===== src/tcsl_pkg.sv =====
/*
 Constants shared by the settings and calibration loader: store layout,
 fixed-point scaling, timing. Assumes a 25 MHz system clock.
*/
package tcsl_pkg;
    localparam int TCSL_WORD_W = 24;
    localparam int TCSL_STORE_DEPTH = 16;
    localparam int TCSL_ADDR_W = 4;
    localparam logic [TCSL_ADDR_W-1:0] TCSL_ADDR_GAIN = 4'h0;
    localparam logic [TCSL_ADDR_W-1:0] TCSL_ADDR_OFFSET = 4'h1;
    localparam logic [TCSL_ADDR_W-1:0] TCSL_ADDR_CTRL = 4'h2;
    localparam logic [TCSL_ADDR_W-1:0] TCSL_ADDR_LAST = 4'hF;
    localparam int TCSL_CTRL_TSEL_BIT = 0;
    localparam int TCSL_GAIN_FRAC = 11;
    localparam logic [TCSL_WORD_W-1:0] TCSL_GAIN_UNITY = 24'h000800;
    localparam logic [TCSL_WORD_W-1:0] TCSL_ZERO = 24'h000000;
    localparam int TCSL_DEG_LSB = 85;
    localparam int TCSL_CLK_MHZ = 25;
    localparam int TCSL_DECIM = 8;
    localparam logic [2:0] TCSL_DECIM_LAST = 3'h7;
    typedef enum {TCSL_IDLE, TCSL_LOAD, TCSL_RUN} tcsl_state_t;
endpackage : tcsl_pkg


===== src/tcsl_loader.sv =====
/*
 Settings loader top: copies the coefficient store into system registers
 after reset, arbitrates host accesses, produces output registers and pins.
 Assumes raw rate and temperature samples arrive synchronous to sys_clk,
 and that the host writes only once loadBusy has dropped.
*/
// What this block does
// - Gain and offset written only to system registers act on the temperature output at once.
// - Committed calibration stores select = 1 and takes effect only after the next reset.
// - After reset all stored settings are copied into system registers before any output.
// - One controller arbitrates between output registers, system registers and the store.
// - Rate and temperature results sit in output registers rateOut and tempOut; host reads return system registers only.
// - A data-ready pin flags new output and a self-check pin carries the self-test function.
// - Power-on reset or the active-low external reset restarts and reloads the store.
// - Deasserting enable puts the sensor into power-down.
// - Samples are decimated and the rate is compensated by subtracting the rateComp input.
// - Calibrated mode outputs gain times raw minus offset at 85 LSB per degree.
// - Select at 0 outputs raw temperature, as the host needs while calibrating.
`timescale 1ns/1ps
`default_nettype none
module tcsl_loader
    import tcsl_pkg::*;
(
    input wire logic sys_clk,
    input wire logic srst,
    input wire logic external_reset_pin_n,
    input wire logic enable,
    input wire logic self_check_pin,
    input wire logic sampleValid,
    input wire logic [TCSL_WORD_W-1:0] rawRate,
    input wire logic [TCSL_WORD_W-1:0] rawTemp,
    input wire logic [TCSL_WORD_W-1:0] rateComp,
    input wire logic sysWrite,
    input wire logic storeWrite,
    input wire logic [TCSL_ADDR_W-1:0] hostAddr,
    input wire logic [TCSL_WORD_W-1:0] hostData,
    output logic [TCSL_WORD_W-1:0] sysReadData,
    output logic [TCSL_WORD_W-1:0] rateOut,
    output logic [TCSL_WORD_W-1:0] tempOut,
    output logic new_sample_pin,
    output logic selfCheckActive,
    output logic powerDown,
    output logic loadBusy
);
    logic [TCSL_WORD_W-1:0] rewritable_coeff_store [TCSL_STORE_DEPTH];
    logic [TCSL_WORD_W-1:0] sysReg [TCSL_STORE_DEPTH];
    tcsl_state_t state;
    logic [TCSL_ADDR_W-1:0] loadAddr;
    logic restart;
    logic [2:0] decimCount;
    logic step;
    logic calSelect;
    // eight samples need more bits than one, or the sum wraps
    localparam int TCSL_ACC_W = TCSL_WORD_W + $clog2(TCSL_DECIM);
    logic [TCSL_ACC_W-1:0] rateAcc;
    logic [TCSL_ACC_W-1:0] rateSum;

    assign restart = srst | ~external_reset_pin_n;
    assign calSelect = sysReg[TCSL_ADDR_CTRL][TCSL_CTRL_TSEL_BIT];
    assign loadBusy = (state != TCSL_RUN);
    assign powerDown = ~enable;
    assign selfCheckActive = self_check_pin & enable;

    // store writes only; contents survive restart
    always_ff @(posedge sys_clk) begin
        if (!restart && storeWrite && state == TCSL_RUN) begin
            rewritable_coeff_store[hostAddr] <= hostData;
        end
    end

    always_ff @(posedge sys_clk) begin
        if (restart) begin
            state <= TCSL_IDLE;
            loadAddr <= TCSL_ADDR_GAIN;
        end else begin
            case (state)
                TCSL_IDLE: begin
                    state <= TCSL_LOAD;
                    loadAddr <= TCSL_ADDR_GAIN;
                end
                TCSL_LOAD: begin
                    loadAddr <= loadAddr + 4'h1;
                    if (loadAddr == TCSL_ADDR_LAST) begin
                        state <= TCSL_RUN;
                    end
                end
                TCSL_RUN: state <= TCSL_RUN;
                default: state <= TCSL_IDLE;
            endcase
        end
    end

    // copy store into system registers, then host writes act directly
    always_ff @(posedge sys_clk) begin
        if (!restart && state == TCSL_LOAD) begin
            sysReg[loadAddr] <= rewritable_coeff_store[loadAddr];
        end else if (!restart && state == TCSL_RUN && sysWrite) begin
            sysReg[hostAddr] <= hostData;
        end
    end

    always_ff @(posedge sys_clk) begin
        if (restart) begin
            sysReadData <= TCSL_ZERO;
        end else begin
            sysReadData <= sysReg[hostAddr];
        end
    end

    // decimation counter gives the output enable
    always_ff @(posedge sys_clk) begin
        if (restart || state != TCSL_RUN || !enable) begin
            decimCount <= 3'h0;
            rateAcc <= '0;
        end else if (sampleValid) begin
            decimCount <= decimCount + 3'h1;
            rateAcc <= (decimCount == TCSL_DECIM_LAST) ? '0 : rateSum;
        end
    end
    assign rateSum = rateAcc + TCSL_ACC_W'(rawRate);
    assign step = sampleValid && enable && state == TCSL_RUN && decimCount == TCSL_DECIM_LAST;

    always_ff @(posedge sys_clk) begin
        if (restart) begin
            new_sample_pin <= 1'b0;
        end else begin
            new_sample_pin <= step;
        end
    end

    // average of eight: top word of the wide sum
    always_ff @(posedge sys_clk) begin
        if (restart) begin
            rateOut <= TCSL_ZERO;
        end else if (step) begin
            rateOut <= rateSum[TCSL_ACC_W-1 -: TCSL_WORD_W] - rateComp;
        end
    end

    tcsl_temp_cal u_cal (
        .sys_clk(sys_clk),
        .srst(restart),
        .step(step),
        .calSelect(calSelect),
        .gain(sysReg[TCSL_ADDR_GAIN]),
        .offset(sysReg[TCSL_ADDR_OFFSET]),
        .rawTemp(rawTemp),
        .tempOut(tempOut)
    );

    // no output until the reload is over, none while powered down
    ready_after_load_a: assert property (@(posedge sys_clk) disable iff (restart)
        new_sample_pin |-> !loadBusy) else $error("data ready during load");
    load_no_step_a: assert property (@(posedge sys_clk) disable iff (restart)
        loadBusy |-> !step)
        else $error("output step during load");
    power_down_a: assert property (@(posedge sys_clk) disable iff (restart)
        !enable |=> !new_sample_pin) else $error("output while powered down");
    power_step_a: assert property (@(posedge sys_clk) disable iff (restart)
        powerDown |-> !step)
        else $error("output step while powered down");
    sleep_count_a: assert property (@(posedge sys_clk) disable iff (restart)
        !enable |=> decimCount == '0)
        else $error("sample count kept in power down");
    pin_needs_enable_a: assert property (@(posedge sys_clk) disable iff (restart)
        new_sample_pin |-> $past(enable))
        else $error("data ready after disabled cycle");
    self_check_a: assert property (@(posedge sys_clk) disable iff (restart)
        !enable |-> !selfCheckActive)
        else $error("self test while powered down");
    ready_pulse_a: assert property (@(posedge sys_clk) disable iff (restart)
        step |=> new_sample_pin) else $error("missing data ready");

    // reset and reload sequence
    reset_reload_a: assert property (@(posedge sys_clk)
        !external_reset_pin_n |=> loadBusy) else $error("pin reset ignored");
    busy_after_reset_a: assert property (@(posedge sys_clk)
        restart |=> loadBusy && !new_sample_pin)
        else $error("reset did not restart the load");
    reset_outputs_a: assert property (@(posedge sys_clk)
        restart |=> rateOut == TCSL_ZERO && tempOut == TCSL_ZERO)
        else $error("outputs not cleared by reset");
    idle_to_load_a: assert property (@(posedge sys_clk) disable iff (restart)
        state == TCSL_IDLE |=> state == TCSL_LOAD)
        else $error("reload did not start");
    load_start_a: assert property (@(posedge sys_clk) disable iff (restart)
        $rose(state == TCSL_LOAD) |-> loadAddr == TCSL_ADDR_GAIN)
        else $error("reload not from first word");
    load_stays_a: assert property (@(posedge sys_clk) disable iff (restart)
        state == TCSL_LOAD && loadAddr != TCSL_ADDR_LAST |=> state == TCSL_LOAD)
        else $error("reload left early");
    load_to_run_a: assert property (@(posedge sys_clk) disable iff (restart)
        state == TCSL_LOAD && loadAddr == TCSL_ADDR_LAST |=> state == TCSL_RUN)
        else $error("reload did not finish");
    load_length_a: assert property (@(posedge sys_clk) disable iff (restart)
        $rose(state == TCSL_LOAD) |-> ##16 (state == TCSL_RUN))
        else $error("load not sixteen cycles");

    // data path
    raw_mode_a: assert property (@(posedge sys_clk) disable iff (restart)
        step && !calSelect |=> tempOut == $past(rawTemp)) else $error("raw temp wrong");
    temp_hold_a: assert property (@(posedge sys_clk) disable iff (restart)
        !$past(step) && !$past(restart) |-> $stable(tempOut))
        else $error("temperature moved");
    rate_hold_a: assert property (@(posedge sys_clk) disable iff (restart)
        !new_sample_pin && !$past(step) && !$past(restart) |-> $stable(rateOut))
        else $error("rate moved");
    decim_restart_a: assert property (@(posedge sys_clk) disable iff (restart)
        step |=> decimCount == '0)
        else $error("sample count not restarted");
    decim_hold_a: assert property (@(posedge sys_clk) disable iff (restart)
        !sampleValid && enable && state == TCSL_RUN |=> $stable(decimCount))
        else $error("sample count moved without sample");
    sys_write_a: assert property (@(posedge sys_clk) disable iff (restart)
        sysWrite && !loadBusy |=> sysReg[$past(hostAddr)] == $past(hostData))
        else $error("system write lost");

    load_done_c: cover property (@(posedge sys_clk) $fell(loadBusy));
    cal_sample_c: cover property (@(posedge sys_clk) step && calSelect);
    raw_sample_c: cover property (@(posedge sys_clk) step && !calSelect);
    pin_reset_c: cover property (@(posedge sys_clk) $fell(external_reset_pin_n));
    host_write_c: cover property (@(posedge sys_clk) sysWrite && !loadBusy);
endmodule : tcsl_loader
`default_nettype wire


===== src/tcsl_temp_cal.sv =====
/*
 Calibrated temperature path: gain * raw >> 11 minus offset, or raw passthrough.
 Assumes the caller steps it with a one-cycle enable.
*/
`timescale 1ns/1ps
`default_nettype none
module tcsl_temp_cal
    import tcsl_pkg::*;
(
    input wire logic sys_clk,
    input wire logic srst,
    input wire logic step,
    input wire logic calSelect,
    input wire logic [TCSL_WORD_W-1:0] gain,
    input wire logic [TCSL_WORD_W-1:0] offset,
    input wire logic [TCSL_WORD_W-1:0] rawTemp,
    output logic [TCSL_WORD_W-1:0] tempOut
);
    logic [2*TCSL_WORD_W-1:0] product;
    logic [TCSL_WORD_W-1:0] scaled;

    assign product = gain * rawTemp;
    assign scaled = product[TCSL_GAIN_FRAC +: TCSL_WORD_W];

    always_ff @(posedge sys_clk) begin
        if (srst) begin
            tempOut <= TCSL_ZERO;
        end else if (step) begin
            tempOut <= calSelect ? (scaled - offset) : rawTemp;
        end
    end
endmodule : tcsl_temp_cal
`default_nettype wire


===== config.mk =====
export PLATFORM = sky130hd
export DESIGN_NAME = tcsl_loader
export DESIGN_NICKNAME = d
export VERILOG_FILES = /design/src/tcsl_pkg.sv /design/src/tcsl_loader.sv /design/src/tcsl_temp_cal.sv
export SDC_FILE = /design/constraint.sdc
export NUM_CORES = 2
export LEC_CHECK = 0
export ABC_AREA = 1
export BUFFER_PORTS_ARGS = -buffer_cell sky130_fd_sc_hd__buf_2
export CAP_MARGIN = 20
export CELL_PAD_IN_SITES_DETAIL_PLACEMENT = 1
export CELL_PAD_IN_SITES_GLOBAL_PLACEMENT = 1
export CORE_ASPECT_RATIO = 2
export CORE_MARGIN = 2
export CORE_UTILIZATION = 45
export CTS_BUF_LIST = sky130_fd_sc_hd__clkbuf_8
export CTS_CLUSTER_DIAMETER = 120
export DETAILED_ROUTE_END_ITERATION = 8
export PLACE_DENSITY = 0.78
export SKIP_CTS_REPAIR_TIMING = 1
export SYNTH_ARGS = -nofsm -noshare
export SYNTH_HDL_FRONTEND = slang
export SYNTH_SLANG_ARGS = --single-unit

===== constraint.sdc =====
create_clock -name sys_clk -period 15.1 [get_ports sys_clk]
set_input_delay 0 -clock sys_clk [delete_from_list [all_inputs] [get_ports sys_clk]]
set_output_delay 0 -clock sys_clk [all_outputs]
set_load 0.02 [all_outputs]

==> run_summary.xml <==
<?xml version="1.0" encoding="UTF-8"?>
<metrics>
  <group name="sta">
    <metric name="timing_hold_violations_final" unit="">4</metric>
    <metric name="final.min_clock_period" unit="ns">8.92</metric>
    <metric name="min_period_over_period" unit="%">59.1</metric>
    <metric name="grt_setup_unrepaired" unit="">no</metric>
    <metric name="timing.final.setup_violations" unit="">0</metric>
    <metric name="final.hold.worst_slack" unit="ns">-0.0622</metric>
    <metric name="setup_tns" unit="ns">0</metric>
    <metric name="worst-slew-pin-transition" unit="ns">1.14</metric>
    <metric name="drv_slew" unit="">0</metric>
    <metric name="finalClockSkew" unit="ns">0.0755</metric>
    <metric name="relative_slew_margins" unit="%">23.5</metric>
    <metric name="max_clock_freq" unit="GHz">0.112</metric>
  </group>
  <group name="logic_synthesis">
    <metric name="mappedNetlistArea" unit="um^2">53700</metric>
    <metric name="multiplexer_share_of_the_synthesized_area" unit="%">0</metric>
    <metric name="post_synth_and_or_nand_nor_area_fraction" unit="%">13.9</metric>
    <metric name="synth.lib_cells_used.distinct" unit="">61</metric>
    <metric name="compound_gate_fraction_of_synth_area" unit="%">9.06</metric>
    <metric name="synth_top_family_by_area" unit="">adder cells</metric>
    <metric name="yosysWarningCount" unit="">0</metric>
    <metric name="syn-instance-count" unit="">5428</metric>
    <metric name="syn-mean-instance-area" unit="um^2">9.89</metric>
    <metric name="synth_adder_area_share" unit="%">19.5</metric>
    <metric name="syn_nets" unit="">6129</metric>
    <metric name="sequential_to_total_area_share_from_yosys_stat" unit="%">47.2</metric>
    <metric name="ffs_latches_synth" unit="">881</metric>
    <metric name="synth_xor_area_share" unit="%">1.20</metric>
  </group>
  <group name="die">
    <metric name="floorplan.io_pins" unit="">184</metric>
    <metric name="coreArea" unit="um^2">119000</metric>
    <metric name="initial_cell_density_of_the_core" unit="%">45.2</metric>
    <metric name="fp-row-count" unit="">179</metric>
    <metric name="die_height" unit="um">492</metric>
    <metric name="floorplan.die.width" unit="um">248</metric>
    <metric name="floorplan.die_area" unit="um^2">122000</metric>
  </group>
  <group name="routing">
    <metric name="detail-route-antenna-nets" unit="">0</metric>
    <metric name="drt_pass1_iterations" unit="">6</metric>
    <metric name="wl_per_cell" unit="um">24.6</metric>
    <metric name="finalWirelength" unit="um">179000</metric>
    <metric name="via_per_inst" unit="">5.72</metric>
    <metric name="route.vias.total" unit="">41700</metric>
    <metric name="remaining_drc_errors" unit="">0</metric>
    <metric name="detailedRoute.firstIterationViolations" unit="">3083</metric>
  </group>
  <group name="setup_path">
    <metric name="timing.setup.critical_path_class" unit="">flop to flop</metric>
    <metric name="path_max_fanout" unit="">21</metric>
    <metric name="cp_data_arrival_time" unit="ns">9.56</metric>
    <metric name="crit_slowest_cell" unit="">sky130_fd_sc_hd__edfxtp_1</metric>
    <metric name="critical_path_startpoint_category" unit="">flop</metric>
    <metric name="cp_slowest_stage_delay" unit="ns">1.06</metric>
    <metric name="endpoint_kind" unit="">flop</metric>
    <metric name="timing.critical_path.required" unit="ns">15.75</metric>
  </group>
  <group name="clock_network">
    <metric name="htree_levels" unit="">3</metric>
    <metric name="cts_sinks" unit="">881</metric>
    <metric name="cts_tree" unit="">yes</metric>
    <metric name="cts-root-to-sink-buffers" unit="">3</metric>
    <metric name="skew_pair_late_insertion_delay" unit="ns">0.85</metric>
    <metric name="clk_transition_reported_paths" unit="ns">0.08</metric>
    <metric name="numCtsBuffers" unit="">121</metric>
    <metric name="clockRootBuffer" unit="">sky130_fd_sc_hd__clkbuf_8</metric>
  </group>
  <group name="global_route">
    <metric name="grt_first_pass_wirelength" unit="um">266000</metric>
    <metric name="grt_overflow" unit="">0</metric>
    <metric name="first_global_vias" unit="">45700</metric>
    <metric name="number_of_antenna_violations_at_the_first_check_in_global_routing" unit="">9</metric>
    <metric name="maximum_number_of_pins_on_one_net_before_global_route_repair" unit="">100</metric>
    <metric name="gr-usage-all-layers" unit="%">29.2</metric>
  </group>
  <group name="run">
    <metric name="max-cap-violations" unit="">0</metric>
  </group>
  <group name="final_layout">
    <metric name="area.growth.synth_to_final" unit="%">11.8</metric>
    <metric name="combined_flip_flop_and_latch_cell_area" unit="um^2">25300</metric>
    <metric name="mostFrequentLayoutCells" unit="">1032 x sky130_fd_sc_hd__inv_1, 944 x sky130_fd_sc_hd__nand2_1, 768 x sky130_fd_sc_hd__edfxtp_1</metric>
    <metric name="most_common_cell_after_layout_fill_and_taps_aside" unit="">sky130_fd_sc_hd__inv_1</metric>
    <metric name="filler_cell_count" unit="">13300</metric>
    <metric name="area_of_combinational_cells_with_multiple_inputs" unit="um^2">23700</metric>
    <metric name="final_layout_size_suffix_gt1_share" unit="%">9.19</metric>
    <metric name="final_net_count" unit="">6338</metric>
  </group>
  <group name="placement">
    <metric name="buffer_ports.inserted" unit="">183</metric>
    <metric name="finalWeightedCongestion" unit="">0.941</metric>
    <metric name="detailedPlacementHpwl" unit="um">123000</metric>
  </group>
  <group name="run_status">
    <metric name="failed_checks" unit="">hold timing</metric>
    <metric name="outcome" unit="">complete, but fails checks</metric>
  </group>
  <group name="worst_hold_path">
    <metric name="worst_hold_path_type" unit="">input port to flop</metric>
  </group>
</metrics>
[critical path: cells and delay by family (launching register included)]
kind,cells,cell delay (ns)
buffers and inverters,3,0.16
flip-flops,1,1.06
AND/OR/NAND/NOR,12,1.59
XOR/XNOR,1,0.19
adder cells (fa/ha/maj),9,4.26
AO/OA/AOI/OAI,7,1.44
[flip-flops by register name, indices dropped and copies added (netlist names), named ones only]
name	flops
sysReg	384
sysReadData	24
rewritable_coeff_store	384
new_sample_pin	1
rateAcc	27
decimCount	3
loadAddr	4
u_cal.tempOut	24
rateOut	24
state	2
[synth_stat cells (all sizes together)]
master,count,area [um^2]
nand2,950,3580
dfxtp,113,2260
edfxtp,768,23100
and2,3,21.3
nand3b,5,37.5
nor3,10,66.3
or2,6,37.5
nand3,395,2000
a21o,13,97.6
o211ai,22,165
a41oi,24,210
xnor2,23,201
o21ai,311,1580
buf,53,250
a21oi,180,912
o22ai,27,169
o2111ai,1,8.76
o221ai,70,613
clkinv,1,3.75
nor4,9,90.1
ha,184,2300
a221oi,2,17.5
a22oi,97,728
fa,409,8190
xor2,49,444
clkbuf,244,918
inv,987,3700
a31o,2,17.5
o21a,1,7.51
a21boi,4,33.8
nor2,407,1540
nand4,14,100
o21bai,6,52.6
o31ai,1,7.51
a2bb2oi,1,8.76
a31oi,35,225
a211oi,1,7.51
[per-stage QoR]
step | utilization, % | setup slack [ns] | instance area [um^2] | hold slack [ns] | std cells
2_1_floorplan | - | 7.69 | 53700 | 0.0989 | 5428
3_3_place_gp | 47.3 | 6.16 | 56200 | 0.295 | 6932
3_5_place_dp | 47.4 | 6.28 | 56300 | 0.305 | 6938
4_1_cts | 49.5 | 6.19 | 58700 | -0.598 | 7168
5_1_grt | 50.5 | 5.83 | 60000 | 0.0243 | 7284
6_report | 50.5 | 6.18 | 60000 | -0.0622 | 7288
[final timing paths]
path / start / endpoint / slack [ns] / cells past startpoint
setup / recovery: sysReg[0][15] / u_cal.tempOut[23] / 6.18 / 32
hold / removal: rawRate[9] / rateAcc[9] / -0.06 / 7
setup reg to reg: sysReg[0][15] / u_cal.tempOut[23] / 6.18 / 32
hold reg to reg: u_cal.tempOut[8] / u_cal.tempOut[8] / 0.47 / 2
[cell type report]
class                   count  area share, %
multi-input cells        3262           39.4
well taps                1538           3.21
clock inverters            95          0.943
diodes                      6         0.0250
flip-flops and latches    881           42.2
clock buffers             135           3.10
inverters                 988           6.19
repair buffers            383           4.87
[cells by family after synthesis]
group | count (synthesis)
buffers and inverters | 1285
AND/OR/NAND/NOR | 1799
XOR/XNOR | 72
flip-flops | 881
AO/OA/AOI/OAI | 798
adder cells (fa/ha/maj) | 593
[routing by layer]
metal / routed length, um / GRT usage, % / share of wire [%]
met4: 11000 / 17.5 / 6.1
met3: 10000 / 4.72 / 5.6
met2: 97500 / 54.0 / 54
met5: 62 / 0 / 0.035
met1: 60700 / 30.5 / 34
Power is not shown: default switching activity piles up to over one toggle a cycle in this logic, so the estimate is an artifact.
